`config.mk`:
```
export PLATFORM = sky130hd
export DESIGN_NAME = ifd_decoder
export DESIGN_NICKNAME = d
export VERILOG_FILES = /design/src/ifd_pkg.sv /design/src/ifd_decoder.sv
export SDC_FILE = /design/constraint.sdc
export NUM_CORES = 1
export LEC_CHECK = 0
export BUFFER_PORTS_ARGS = -buffer_cell sky130_fd_sc_hd__buf_2
export CORE_UTILIZATION = 54
export DETAILED_ROUTE_END_ITERATION = 7
export MAX_ROUTING_LAYER = met4
export PLACE_DENSITY = 0.87
export SETUP_SLACK_MARGIN = 0.05
export SYNTH_ARGS = -nofsm -noshare
export SYNTH_HDL_FRONTEND = slang
export SYNTH_SLANG_ARGS = --single-unit
```
`constraint.sdc`:
```
create_clock -name pclk -period 2.7 [get_ports pclk]
set_input_delay 0.27 -clock pclk [delete_from_list [all_inputs] [get_ports pclk]]
set_output_delay 0.27 -clock pclk [all_outputs]
set_load 0.1 [all_outputs]
```
`src/ifd_pkg.sv`:
```
// Constants and types for the instruction field decoder
package ifd_pkg;
	localparam int unsigned AW = 8;

	// ----------------------------------------
	// Register map
	// ----------------------------------------
	localparam logic [7:0] OFS_CTRL = 8'h00;
	localparam logic [7:0] OFS_STAT = 8'h04;
	localparam logic [7:0] OFS_FLD  = 8'h08;
	localparam logic [7:0] OFS_DISP = 8'h0c;
	localparam logic [7:0] OFS_IMM  = 8'h10;
	localparam int unsigned CTRL_D    = 0;
	localparam int unsigned CTRL_PROT = 1;
	localparam logic [1:0] CTRL_RST   = 2'h0;

	// ----------------------------------------
	// Byte codes and field encodings
	// ----------------------------------------
	localparam logic [7:0] PFX_OPSZ = 8'h66;
	localparam logic [7:0] PFX_ADSZ = 8'h67;
	localparam logic [7:0] OPC_ESC  = 8'h0f;
	localparam int unsigned PFX_N = 11;
	localparam logic [7:0] PFX_LIST [PFX_N] = '{8'h66, 8'h67, 8'h26, 8'h2e, 8'h36, 8'h3e,
		8'h64, 8'h65, 8'hf0, 8'hf2, 8'hf3};
	localparam logic [1:0] MOD_MEM = 2'h0;
	localparam logic [1:0] MOD_D8  = 2'h1;
	localparam logic [1:0] MOD_DW  = 2'h2;
	localparam logic [1:0] MOD_REG = 2'h3;
	localparam logic [2:0] RM_SIB    = 3'h4;
	localparam logic [2:0] RM_D16    = 3'h6;
	localparam logic [2:0] RM_D32    = 3'h5;
	localparam logic [2:0] BASE_NONE = 3'h5;
	localparam logic [1:0] IMM_NONE = 2'h0;
	localparam logic [1:0] IMM_B    = 2'h1;
	localparam logic [1:0] IMM_W    = 2'h2;
	localparam logic [1:0] IMM_FULL = 2'h3;
	localparam logic [1:0] SEG_BAD_HI = 2'h3;
	localparam logic [2:0] LEN_0 = 3'h0;
	localparam logic [2:0] LEN_1 = 3'h1;
	localparam logic [2:0] LEN_2 = 3'h2;
	localparam logic [2:0] LEN_4 = 3'h4;
	localparam logic [3:0] BE_LO = 4'h1;
	localparam logic [3:0] BE_HI = 4'h2;
	localparam logic [3:0] BE_W  = 4'h3;
	localparam logic [3:0] BE_D  = 4'hf;

	typedef enum logic [2:0] {st_op, st_op2, st_modrm, st_sib, st_disp, st_imm} ifd_state_t;

	function automatic logic ifd_is_pfx(input logic [7:0] b);
		logic hit;
		hit = 1'b0;
		for (int i = 0; i < PFX_N; i++)
			hit = hit | (b == PFX_LIST[i]);
		return hit;
	endfunction
endpackage

```
`src/ifd_decoder.sv`:
```
// Instruction field decoder with APB control and status
//
// The implementer's own choices: the placing of the registers and the APB register port.
`timescale 1ns/1ps
`default_nettype none
//
// Overview of operation
// RL1 - Opcode bytes, then optional addressing, index, displacement, immediate in order
// RL2 - Displacement follows addressing or index byte; 8, 16 or 32 bits
// RL3 - Immediate follows all displacement bytes and ends the instruction
// RL4 - Memory forms read an addressing byte; some codes add an index byte
// RL5 - Addressing byte splits into 2-bit mode, 3-bit middle, 3-bit reg/mem
// RL6 - Index byte splits into 2-bit scale, 3-bit index, 3-bit base
// RL7 - Width 0 means byte, 1 means full 16 or 32 bits
// RL8 - Direction bit from the opcode picks data flow way
// RL9 - Sign-extend bit widens byte immediate to operation size
// RL10 - Register selector from opcode or addressing byte fields
// RL11 - Narrow 2-bit and wide 3-bit segment selectors
// RL12 - 4-bit condition field with asserted or negated sense
// RL13 - Default sizes come from the code segment default bit
// RL14 - Real and virtual modes use default bit 0
// RL15 - Size prefixes flip operand and address size independently
// RL16 - Prefixes affect only next instruction, order does not matter
// RL17 - 32-bit forms reachable in every mode through prefixes
// RL18 - Narrow writes leave upper destination bits unchanged
// RL19 - Index byte expected for 32-bit addressing, rm 100, mode not 11
// RL20 - Register codes in order; width 0 codes 100-111 pick high bytes
// RL21 - Segment code map; wide codes 110 and 111 are flagged
// RL22 - Total length is the sum of all field byte counts
module ifd_decoder (
	input  wire logic        pclk,
	input  wire logic        presetn,
	input  wire logic        psel,
	input  wire logic        penable,
	input  wire logic        pwrite,
	input  wire logic [7:0]  paddr,
	input  wire logic [31:0] pwdata,
	output logic      [31:0] prdata,
	output logic             pready,
	output logic             pslverr,
	input  wire logic        byte_valid,
	input  wire logic [7:0]  byte_data,
	output logic             byte_ready,
	input  wire logic        attr_modrm,
	input  wire logic [1:0]  attr_imm,
	output logic             dec_valid,
	output logic      [3:0]  dec_len,
	output logic      [3:0]  dec_pfx_cnt,
	output logic             dec_two_byte,
	output logic             dec_has_modrm,
	output logic             dec_has_sib,
	output logic      [7:0]  dec_opcode,
	output logic             dec_w,
	output logic             dec_d,
	output logic             dec_s,
	output logic      [1:0]  dec_mod,
	output logic      [2:0]  dec_mid,
	output logic      [2:0]  dec_rm,
	output logic      [1:0]  dec_ss,
	output logic      [2:0]  dec_index,
	output logic      [2:0]  dec_base,
	output logic      [2:0]  dec_reg_num,
	output logic             dec_reg_hi,
	output logic      [3:0]  dest_be,
	output logic      [1:0]  seg_sel_narrow,
	output logic      [2:0]  seg_sel_wide,
	output logic             dec_seg_bad,
	output logic      [3:0]  dec_cond,
	output logic             dec_cond_neg,
	output logic             dec_op32,
	output logic             dec_adr32,
	output logic      [2:0]  dec_disp_len,
	output logic      [2:0]  dec_imm_len,
	output logic      [31:0] dec_disp,
	output logic      [31:0] dec_imm
);
	// ----------------------------------------
	// State
	// ----------------------------------------
	ifd_pkg::ifd_state_t state;
	ifd_pkg::ifd_state_t next_state;
	logic [1:0]  ctrl;
	logic        op_ovr;
	logic        adr_ovr;
	logic        two_byte;
	logic        has_modrm;
	logic        has_sib;
	logic        fin;
	logic        fin_now;
	logic        go_opc;
	logic        go_imm;
	logic [3:0]  pfx_cnt;
	logic [3:0]  len;
	logic [7:0]  opc;
	logic [7:0]  modrm;
	logic [7:0]  sib;
	logic [2:0]  disp_len;
	logic [2:0]  imm_len;
	logic [2:0]  cnt;
	logic [1:0]  pos;
	logic [31:0] disp_q;
	logic [31:0] imm_q;

	// ----------------------------------------
	// Size resolution and byte classification
	// ----------------------------------------
	wire logic prot_mode = ctrl[ifd_pkg::CTRL_PROT];
	// RL13 RL14 default size bit
	wire logic eff_d = prot_mode & ctrl[ifd_pkg::CTRL_D];
	// RL15 RL17 prefix flips size
	wire logic op32 = eff_d ^ op_ovr;
	wire logic adr32 = eff_d ^ adr_ovr;
	wire logic take = byte_valid & byte_ready;
	wire logic is_pfx = ifd_pkg::ifd_is_pfx(byte_data);
	wire logic is_esc = byte_data == ifd_pkg::OPC_ESC;
	wire logic in_opc = (state == ifd_pkg::st_op) || (state == ifd_pkg::st_op2);
	wire logic [1:0] m_mod = byte_data[7:6];
	wire logic [2:0] m_rm = byte_data[2:0];
	// RL19 index byte needed
	wire logic m_sib = adr32 && m_rm == ifd_pkg::RM_SIB && m_mod != ifd_pkg::MOD_REG;
	// RL2 displacement size from mode
	wire logic [2:0] m_disp = (m_mod == ifd_pkg::MOD_D8) ? ifd_pkg::LEN_1 :
		(m_mod == ifd_pkg::MOD_DW) ? (adr32 ? ifd_pkg::LEN_4 : ifd_pkg::LEN_2) :
		(m_mod == ifd_pkg::MOD_MEM && adr32 && m_rm == ifd_pkg::RM_D32) ? ifd_pkg::LEN_4 :
		(m_mod == ifd_pkg::MOD_MEM && !adr32 && m_rm == ifd_pkg::RM_D16) ? ifd_pkg::LEN_2 :
		ifd_pkg::LEN_0;
	wire logic [2:0] s_disp = (modrm[7:6] == ifd_pkg::MOD_MEM && m_rm == ifd_pkg::BASE_NONE) ?
		ifd_pkg::LEN_4 : disp_len;
	wire logic [2:0] a_imm_len = (attr_imm == ifd_pkg::IMM_B) ? ifd_pkg::LEN_1 :
		(attr_imm == ifd_pkg::IMM_W) ? ifd_pkg::LEN_2 :
		(attr_imm == ifd_pkg::IMM_FULL) ? (op32 ? ifd_pkg::LEN_4 : ifd_pkg::LEN_2) :
		ifd_pkg::LEN_0;
	wire logic [2:0] imm_eff = in_opc ? a_imm_len : imm_len;
	wire logic [2:0] ent_len = (next_state == ifd_pkg::st_disp) ?
		((state == ifd_pkg::st_sib) ? s_disp : m_disp) : imm_eff;

	// ----------------------------------------
	// Published field decode
	// ----------------------------------------
	// RL10 register selector source
	wire logic [2:0] reg_sel = has_modrm ? modrm[5:3] : opc[2:0];
	// RL20 high byte registers
	wire logic reg_hi = !opc[0] && reg_sel[2];
	wire logic [2:0] reg_num = reg_hi ? {1'b0, reg_sel[1:0]} : reg_sel;
	// RL18 RL7 destination lanes
	wire logic [3:0] be = opc[0] ? (op32 ? ifd_pkg::BE_D : ifd_pkg::BE_W) :
		(reg_hi ? ifd_pkg::BE_HI : ifd_pkg::BE_LO);
	// RL9 sign extension of byte immediate
	wire logic imm_sx = opc[1] && imm_len == ifd_pkg::LEN_1;
	wire logic [31:0] imm_x = !imm_sx ? imm_q :
		op32 ? {{24{imm_q[7]}}, imm_q[7:0]} : {16'h0000, {8{imm_q[7]}}, imm_q[7:0]};

	// ----------------------------------------
	// Field sequencer
	// ----------------------------------------
	// RL1 RL4 field order
	always_comb begin
		next_state = state;
		fin_now = 1'b0;
		go_opc = 1'b0;
		go_imm = 1'b0;
		if (take) begin
			unique case (state)
				ifd_pkg::st_op: begin
					if (is_esc)
						next_state = ifd_pkg::st_op2;
					else if (!is_pfx)
						go_opc = 1'b1;
				end
				ifd_pkg::st_op2: go_opc = 1'b1;
				ifd_pkg::st_modrm: begin
					if (m_sib)
						next_state = ifd_pkg::st_sib;
					else if (m_disp != ifd_pkg::LEN_0)
						next_state = ifd_pkg::st_disp;
					else
						go_imm = 1'b1;
				end
				ifd_pkg::st_sib: begin
					if (s_disp != ifd_pkg::LEN_0)
						next_state = ifd_pkg::st_disp;
					else
						go_imm = 1'b1;
				end
				ifd_pkg::st_disp: go_imm = cnt == ifd_pkg::LEN_1;
				ifd_pkg::st_imm: fin_now = cnt == ifd_pkg::LEN_1;
			endcase
		end
		// RL3 immediate last
		if (go_opc && attr_modrm)
			next_state = ifd_pkg::st_modrm;
		else if (go_opc || go_imm) begin
			if (imm_eff != ifd_pkg::LEN_0)
				next_state = ifd_pkg::st_imm;
			else
				fin_now = 1'b1;
		end
	end

	// RL16 prefixes cleared per instruction
	always_ff @(posedge pclk or negedge presetn) begin
		if (!presetn) begin
			state <= ifd_pkg::st_op;
			op_ovr <= 1'b0;
			adr_ovr <= 1'b0;
			pfx_cnt <= 4'h0;
			two_byte <= 1'b0;
			len <= 4'h0;
		end else if (fin) begin
			state <= ifd_pkg::st_op;
			op_ovr <= 1'b0;
			adr_ovr <= 1'b0;
			pfx_cnt <= 4'h0;
			two_byte <= 1'b0;
			len <= 4'h0;
		end else if (take) begin
			state <= next_state;
			len <= len + 4'h1;
			if (state == ifd_pkg::st_op && is_pfx) begin
				op_ovr <= op_ovr | (byte_data == ifd_pkg::PFX_OPSZ);
				adr_ovr <= adr_ovr | (byte_data == ifd_pkg::PFX_ADSZ);
				pfx_cnt <= pfx_cnt + 4'h1;
			end
			if (state == ifd_pkg::st_op && is_esc)
				two_byte <= 1'b1;
		end
	end

	// Field capture
	always_ff @(posedge pclk or negedge presetn) begin
		if (!presetn) begin
			opc <= 8'h00;
			has_modrm <= 1'b0;
			imm_len <= 3'h0;
			modrm <= 8'h00;
			sib <= 8'h00;
			has_sib <= 1'b0;
			disp_len <= 3'h0;
		end else if (fin) begin
			has_modrm <= 1'b0;
			has_sib <= 1'b0;
			disp_len <= 3'h0;
			imm_len <= 3'h0;
		end else if (go_opc) begin
			opc <= byte_data;
			has_modrm <= attr_modrm;
			imm_len <= a_imm_len;
		end else if (take && state == ifd_pkg::st_modrm) begin
			modrm <= byte_data;
			disp_len <= m_disp;
			has_sib <= m_sib;
		end else if (take && state == ifd_pkg::st_sib) begin
			sib <= byte_data;
			disp_len <= s_disp;
		end
	end

	// RL2 RL3 little-endian multi-byte fields
	always_ff @(posedge pclk or negedge presetn) begin
		if (!presetn) begin
			cnt <= 3'h0;
			pos <= 2'h0;
			disp_q <= 32'h0;
			imm_q <= 32'h0;
		end else if (fin) begin
			disp_q <= 32'h0;
			imm_q <= 32'h0;
		end else if (take) begin
			if (state == ifd_pkg::st_disp)
				disp_q[{pos, 3'h0} +: 8] <= byte_data;
			if (state == ifd_pkg::st_imm)
				imm_q[{pos, 3'h0} +: 8] <= byte_data;
			if (next_state != state) begin
				cnt <= ent_len;
				pos <= 2'h0;
			end else begin
				cnt <= cnt - 3'h1;
				pos <= pos + 2'h1;
			end
		end
	end

	// RL22 fetch held while publishing
	always_ff @(posedge pclk or negedge presetn) begin
		if (!presetn) begin
			fin <= 1'b0;
			byte_ready <= 1'b0;
		end else begin
			fin <= fin_now;
			byte_ready <= !fin_now;
		end
	end

	// ----------------------------------------
	// Result publication
	// ----------------------------------------
	always_ff @(posedge pclk or negedge presetn) begin
		if (!presetn) begin
			dec_valid <= 1'b0;
			{dec_len, dec_pfx_cnt, dec_two_byte, dec_has_modrm, dec_has_sib} <= 11'h0;
			{dec_opcode, dec_w, dec_d, dec_s} <= 11'h0;
			{dec_mod, dec_mid, dec_rm, dec_ss, dec_index, dec_base} <= 16'h0;
			{dec_reg_num, dec_reg_hi, dest_be} <= 8'h0;
			{seg_sel_narrow, seg_sel_wide, dec_seg_bad} <= 6'h0;
			{dec_cond, dec_cond_neg, dec_op32, dec_adr32} <= 7'h0;
			{dec_disp_len, dec_imm_len} <= 6'h0;
			dec_disp <= 32'h0;
			dec_imm <= 32'h0;
		end else begin
			dec_valid <= fin;
			if (fin) begin
				// RL22 length and field counts
				dec_len <= len;
				dec_pfx_cnt <= pfx_cnt;
				dec_two_byte <= two_byte;
				dec_has_modrm <= has_modrm;
				dec_has_sib <= has_sib;
				dec_opcode <= opc;
				// RL7 RL8 RL9 opcode bits
				dec_w <= opc[0];
				dec_d <= opc[1];
				dec_s <= opc[1];
				// RL5 RL6 addressing splits
				{dec_mod, dec_mid, dec_rm} <= modrm;
				{dec_ss, dec_index, dec_base} <= sib;
				dec_reg_num <= reg_num;
				dec_reg_hi <= reg_hi;
				dest_be <= be;
				// RL11 RL21 segment selectors
				seg_sel_narrow <= opc[4:3];
				seg_sel_wide <= modrm[5:3];
				dec_seg_bad <= modrm[5:4] == ifd_pkg::SEG_BAD_HI;
				// RL12 condition field
				dec_cond <= opc[3:0];
				dec_cond_neg <= opc[0];
				dec_op32 <= op32;
				dec_adr32 <= adr32;
				dec_disp_len <= disp_len;
				dec_imm_len <= imm_len;
				dec_disp <= disp_q;
				dec_imm <= imm_x;
			end
		end
	end

	// ----------------------------------------
	// APB slave
	// ----------------------------------------
	wire logic hit_ctrl = paddr == ifd_pkg::OFS_CTRL;
	wire logic hit_stat = paddr == ifd_pkg::OFS_STAT;
	wire logic hit_fld = paddr == ifd_pkg::OFS_FLD;
	wire logic hit_disp = paddr == ifd_pkg::OFS_DISP;
	wire logic hit_imm = paddr == ifd_pkg::OFS_IMM;
	wire logic hit = hit_ctrl | hit_stat | hit_fld | hit_disp | hit_imm;
	wire logic [31:0] stat_w = {19'h0, dec_op32, dec_adr32, dec_seg_bad, dec_imm_len, dec_disp_len, dec_len};
	wire logic [31:0] fld_w = {dec_opcode, dec_mod, dec_mid, dec_rm, dec_ss, dec_index, dec_base,
		dec_pfx_cnt, 3'h0, dec_two_byte};
	wire logic [31:0] rd_mux = hit_ctrl ? {30'h0, ctrl} : hit_stat ? stat_w : hit_fld ? fld_w :
		hit_disp ? dec_disp : hit_imm ? dec_imm : 32'h0;

	always_ff @(posedge pclk or negedge presetn) begin
		if (!presetn) begin
			pready <= 1'b0;
			prdata <= 32'h0;
			pslverr <= 1'b0;
			ctrl <= ifd_pkg::CTRL_RST;
		end else begin
			pready <= 1'b1;
			if (psel && !penable) begin
				prdata <= rd_mux;
				pslverr <= !hit;
			end
			if (psel && penable && pready && pwrite && hit_ctrl)
				ctrl <= pwdata[1:0];
		end
	end
endmodule
`default_nettype wire

```
==> metrics.md, run 1 <==
| Metric | Value |
|---|---|
| Layout Nets | between 1,000 and 1,500 |
| Port bufs | about 190 |
| WP data arrival | approximately 3000 ps |
| CP max-delay cell | a21oi_1 |
| Die Width | between 100 and 150 um |
| CTS tree | built |
| CP peak stage delay | roughly 980 ps |
| Max-cap check violation count | 0 |
| Ys Warns | 0 |
| Antenna violations before repair | 1 |
| GP Congestion | a little over 0.9 |
| Maximum vdd drop | roughly 1.3 mV |
| I/O Pins | ~220 |
| Setup TNS | 0 ps |
| 1st-iter DRT viols | 770 |
| Seq cells post-synth | roughly 270 |
| Fmax | 400 MHz |
| Slew of the pin with the lowest slew margin | approximately 1200 ps |
| FFs w/ async S/R, synth | 1.00 |
| Layout cell share with drive strength beyond 1 | 0.321 |
| Pre-Repair DR Iteration Count | 8 |
| Routed WL per cell | 21.4 um |
| P_sw | around 10,000 uW |
| Hold Path End | disp_q[7]$_DFFE_PN0P_ |
| Synth Instances | between 1,000 and 1,500 |
| Critical path capture point type | flip-flop |
| Post-CTS Setup Repair Bufs | 0 |
| Final HPWL DP | roughly 23 mm |
| Initial Utilization | 0.551 |
| Die Y | roughly 150 um |
| Sequential share of power | 0.327 |
| Final core occ | 0.660 |
| Internal power | about 9000 uW |
| Number of global-route vias before repair | between 9,000 and 10,000 |
| Final slew viol count | 0 |
| Mapped Area | ~12,000 um2 |
| Mapped Avg Cell Area | roughly 11 um2 |
| H-Tree Level Count | 1 |
| Pwr dens | 1390 nW/um2 |
| # DRC | 6 |
| Critical path cell sequence | nand2b_1 > nor3_1 > a21oi_1 > nand2_1 > o21ai_0 |
| Area of the core | 21,100 um2 |
| Clock group share of total power | 0.196 |
| R2R Path Start | state[1]$_DFFE_PN0P_ |
| Static leakage | ~0.0067 uW |
| CP startpoint kind | flip-flop |
| HP Class | in2reg |
| # rows | 53 |
| Global route overflow | 0 |
| Final setup violation count | 0 |
| Largest net degree at the start of global routing | 82 |
| R2R setup slack | 200 ps |
| Gr usage total | 0.315 |
| Clock latency on the worst-skew pair | between 500 and 600 ps |
| FF-to-FF End | imm_q[30]$_DFFE_PN0P_ |
| EDFF count, synth | 0 |
| CTS Buf Count | 26 |
| Die ar. | between 20,000 and 25,000 um2 |
| Hold wc startpoint | byte_data[7] |
| Crit Path Max Fanout | 16 |
| Skew final | about 13 ps |
| CTS max path bufs | 3 |
| RSZ-0062 raised after global routing | true |
| Yosys cell types | ~70 |
| ANT nets after route | 0 |
| # clock sinks | between 200 and 300 |
| Violated checks | DRC |
| Crit Path Class | reg2reg |
| Net Count, Synth | about 1,100 |
| Via count | 9,330 |
| Clock slew at reported path FFs | 70 ps |
| Filler cell count in the final layout | ~1,600 |
| Final Cycle Share | 0.925 |
| Switching share of power | 0.524 |
| Top_reg_cell synth | dfrtp_1 |
| First-pass GRT wire length | approximately 52 mm |
| Status | finished, violations left |
| Required @ worst endpoint | roughly 3100 ps |
| R2R depth | 5 |
| Vias per cell | 6.05 |
| Tmin final | ~2500 ps |
| Relative slew slack | 0.181 |
| Register area share after synthesis | 0.580 |
| Root buf cell | clkbuf_16 |
| Comb pwr share | 0.477 |
| WHS Path Cells | 2 |
| Area grow syn2layout | 19.8% |
| Drt total wl | 32.9 mm |
| Fin. Hold Viols | 0 |
==> synth_stat cells, types with 2 or more instances <==
cell	instances	area, um2
a221oi_1	9	78.8
nor4_1	4	25.0
nand3b_1	2	15.0
clkbuf_2	2	10.0
a222oi_1	19	190
mux2i_1	9	90.1
clkbuf_1	46	173
a31oi_1	8	50.1
nand4_1	4	25.0
and2_1	5	31.3
nand4bb_1	2	22.5
xnor2_1	3	26.3
o311ai_1	2	17.5
o211ai_1	3	22.5
nand2b_1	4	25.0
inv_1	16	60.1
nor3b_1	2	15.0
a21oi_1	57	285
o2111ai_1	3	26.3
nand4b_1	3	26.3
nor3_1	7	35.0
nand2_1	154	578
and3_1	2	12.5
and4_1	3	26.3
buf_4	14	105
o22ai_1	3	18.8
nand3_1	8	40.0
and3b_1	3	26.3
buf_2	10	50.1
a22o_1	19	166
o21ai_0	92	460
a22oi_1	6	45.0
xor2_1	5	43.8
dfrtp_1	269	6730
nor2_1	75	282
a21boi_1	2	15.0
nor2b_1	10	62.6
nor2_2	2	12.5
or3_1	6	37.5
o221ai_1	10	87.6
ha_1	8	100
buf_1	7	26.3
mux2_2	107	1200
==> registers in the layout, indices dropped and copies added (netlist names), 32 cells and up <==
name      flops
dec_disp     32
dec_imm      32
disp_q       32
imm_q        32
prdata       32
==> worst max-delay path by stage <==
stage / start / to / slack, ps
global placement: ctrl[1]$_DFFE_PN0P_ / cnt[2]$_DFFE_PN0P_ / 170
finish: state[1]$_DFFE_PN0P_ / imm_q[30]$_DFFE_PN0P_ / 200
CTS: ctrl[1]$_DFFE_PN0P_ / cnt[2]$_DFFE_PN0P_ / 140
global route: ctrl[1]$_DFFE_PN0P_ / cnt[2]$_DFFE_PN0P_ / 40
floorplan: byte_ready$_DFF_PN0_ / pos[0]$_DFFE_PN0P_ / 180
detailed placement: ctrl[1]$_DFFE_PN0P_ / cnt[2]$_DFFE_PN0P_ / 160
==> critical path: cells and delay by family (launching register included) <==
kind            cells  cell delay (ps)
compound gates      2             1120
flops               1              570
simple gates        3              700
==> power by group through the flow <==
stage / Sequential (uW) / Combinational (uW) / Clock (uW)
after floorplan: 10500 / 3060 / 0
after global placement: 6270 / 9040 / 0
after detailed placement: 6320 / 9180 / 0
after CTS: 6270 / 9230 / 3800
after global routing: 6420 / 9630 / 3970
final: 6310 / 9220 / 3780
==> stage by stage <==
stage               total power (uW)  cells  instance area [um2]  hold slack [ps]  worst slack [ps]
detailed placement             15500   1490                13000              281               159
finish                         19300   1542                13900             74.8               203
CTS                            19300   1541                13900             61.7               144
global route                   20000   1542                13900             82.2              36.4
global placement               15300   1490                13000              286               171
floorplan                      13600   1051                11600            -25.6               184
==> layout make-up <==
| class | instances | area (um2) | area share |
|---|---|---|---|
| clock buffer | 34 | 721 | 0.0518 |
| timing repair buffer | 246 | 1410 | 0.101 |
| sequential | 269 | 6740 | 0.484 |
| tap | 275 | 344 | 0.0247 |
| inverter | 16 | 60.1 | 0.00432 |
| multi-input combinational | 687 | 4470 | 0.321 |
| clock inverter | 14 | 171 | 0.0123 |
| antenna | 1 | 2.50 | 0.000180 |
==> cells by family after synthesis <==
| family | Yosys count | share of synthesized area |
|---|---|---|
| AOI/OAI and AO/OA | 250 | 0.140 |
| xor gates and xnor gates | 8 | 0.00603 |
| adders and majority gates | 8 | 0.00862 |
| buffers and inverters | 95 | 0.0365 |
| DFF | 269 | 0.580 |
| muxes | 116 | 0.111 |
| other | 1 | 0.000323 |
| and+or+nand+nor | 304 | 0.118 |
==> cells in the final DEF, fill, tap and decap left out, drive strengths merged, types with 4 or more instances in the layout <==
master	synthesis	routed
clkinvlp	0	6
a222oi	19	19
nor3	8	8
a221oi	10	10
inv	16	16
clkinv	0	5
nand2b	4	4
nor4	4	4
o221ai	11	11
nand4	4	4
nor2	77	77
ha	8	8
nand3	9	9
a21oi	57	57
o21ai	93	93
clkbuf	48	34
a22oi	6	6
xor2	5	5
or3	6	6
a22o	19	19
a31oi	8	8
nor2b	10	10
buf	31	243
mux2i	9	9
nand2	154	154
mux2	107	107
and2	5	5
dfrtp	269	269
==> per-layer routing <==
layer / wire length, um / track usage / vias up / part of all wire
met5: 0 / - / - / 0
met4: 940 / 0.113 / 0 / 0.029
met3: 2330 / 0.0393 / 74 / 0.071
met2: 16000 / 0.502 / 430 / 0.49
met1: 13700 / 0.417 / 4682 / 0.42
li1: - / - / 4144 / -
==> repair_timing <==
action                     CTS  global route
hold endpoints to repair    74             0
resized for setup            0             3
setup endpoints to repair    0            15
hold buffers                 3             0
(Power assumes the default switching activity.)
==> inputs of run 2 (changes only) <==
MAX_ROUTING_LAYER = not set   (was met4)
==> metrics.md, run 2 (same netlist as run 1, synthesis figures left out) <==
| Metric | Value |
|---|---|
| Fin. Hold Viols | 0 |
| HP Class | in2reg |
| Max-cap check violation count | 0 |
| Ant diodes | 0 |
| Required @ worst endpoint | ~3200 ps |
| Die ar. | roughly 22,000 um2 |
| 1st-iter DRT viols | approximately 820 |
| Pwr dens | approximately 1400 nW/um2 |
| Final HPWL DP | approximately 23 mm |
| Layout Nets | 1,319 |
| Tmin final | around 2500 ps |
| Skew final | 11.9 ps |
| R2R setup slack | around 170 ps |
| Setup TNS | 0 ps |
| Vias per cell | ~6.1 |
| Layout cell share with drive strength beyond 1 | 0.327 |
| Largest net degree at the start of global routing | 95 |
| Final Cycle Share | 0.935 |
| CTS max path bufs | 3 |
| Slew of the pin with the lowest slew margin | approximately 1100 ps |
| CTS tree | built |
| RSZ-0062 raised after global routing | false |
| Global route overflow | 0 |
| # DRC | 0 |
| Most common cell after layout, fill and taps aside | dfrtp_1 |
| Fmax | 396 MHz |
| Relative slew slack | 0.257 |
| Port bufs | 191 |
| GP Congestion | between 0.8 and 0.9 |
| Initial Utilization | 0.551 |
| Most frequent cells in the layout | dfrtp_1, buf_2, nand2_1 |
| Root buf cell | clkbuf_16 |
| Post-CTS Setup Repair Bufs | 0 |
| Via count | approximately 9,400 |
| Crit Path Max Fanout | 6 |
| Clock slew at reported path FFs | 60 ps |
| First-pass GRT wire length | approximately 52 mm |
| Status | completed |
| Filler cell count in the final layout | between 1,500 and 2,000 |
| Gr usage total | 0.308 |
| Area of the core | 21,100 um2 |
| Setup slack after layout | about 170 ps |
| ANT nets after route | 0 |
| Final setup violation count | 0 |
| Crit Path Class | reg2reg |
| H-Tree Level Count | 1 |
| Clock latency on the worst-skew pair | around 540 ps |
| Maximum vdd drop | roughly 1.2 mV |
| Pre-Repair DR Iteration Count | 8 |
| I/O Pins | 222 |
| Area grow syn2layout | 20.5% |
| Critical path capture point type | flip-flop |
| Number of global-route vias before repair | 9,312 |
| WP data arrival | just under 3000 ps |
| # rows | 53 |
| Dpl ws | 117 ps |
| # clock sinks | approximately 270 |
| Die Y | 149 um |
| Antenna violations before repair | 0 |
| Static leakage | 0.00681 uW |
| Routed WL per cell | around 22 um |
| Die Width | between 100 and 150 um |
| Final slew viol count | 0 |
| Drt total wl | 33.7 mm |
| CTS Buf Count | 26 |
| CP startpoint kind | flip-flop |
==> run 2: layer usage <==
layer,up-vias,GRT usage,wire [um]
li1,4145,-,-
met1,4711,0.403,13500
met2,444,0.498,16100
met3,114,0.0518,2520
met4,0,0.154,1560
met5,-,0,0
==> run 2: area by class of cell <==
cell class	instances	area, um2	share of cell area
timing repair buffer	254	1470	0.105
inverter	16	60.1	0.00429
sequential	269	6740	0.481
tap	275	344	0.0246
clock inverter	10	140	0.0100
multi-input combinational	687	4470	0.319
clock buffer	38	776	0.0554
==> run 2: repair_timing <==
item / in CTS / in global routing
endpoints found under the hold margin: 86 / 0
setup endpoints to repair: 0 / 13
hold buffers: 3 / 0
gates resized for setup: 0 / 4
==> run 2: power by group <==
part	leakage (uW)	internal, uW	switching, uW
registers	0.00357	5180	1180
clock network	0.000456	2280	1540
logic	0.00279	1850	7390
total	0.00681	9310	10100
==> run 2: worst max-delay path, cell delays in order, from the launching register on <==
cell	delay (ps)
dfrtp_1	450
a21boi_1	140
buf_4	170
or2_1	260
o2111ai_1	280
o311ai_1	230
a221oi_2	300
buf_4	170
mux2i_1	180
mux2i_1	90
a22oi_1	160
==> run 2: final timing paths <==
path / startpoint / to / cells after the start
setup reg to reg: ctrl[1]$_DFFE_PN0P_ / cnt[2]$_DFFE_PN0P_ / 10
min in group asynchronous: presetn / prdata[18]$_DFFE_PN0P_ / 2
max in group asynchronous: presetn / dec_opcode[4]$_DFFE_PN0P_ / 3
setup / recovery: ctrl[1]$_DFFE_PN0P_ / cnt[2]$_DFFE_PN0P_ / 10
hold reg to reg: pslverr$_DFFE_PN0P_ / pslverr$_DFFE_PN0P_ / 2
hold / removal: byte_data[1] / disp_q[1]$_DFFE_PN0P_ / 2
==> run 2: per-stage QoR <==
| stage | cell area [um2] | cells | power (uW) | util | hold slack [ps] |
|---|---|---|---|---|---|
| final | 14000 | 1549 | 19400 | 0.664 | 97.4 |
| after global routing | 14000 | 1549 | 20100 | 0.664 | 114 |
| after CTS | 14000 | 1549 | 19400 | 0.663 | 73.6 |
| after detailed placement | 13000 | 1498 | 15500 | 0.618 | 345 |
| after global placement | 13000 | 1498 | 15300 | 0.618 | 340 |
| after floorplan | 11600 | 1051 | 13600 | - | -25.6 |
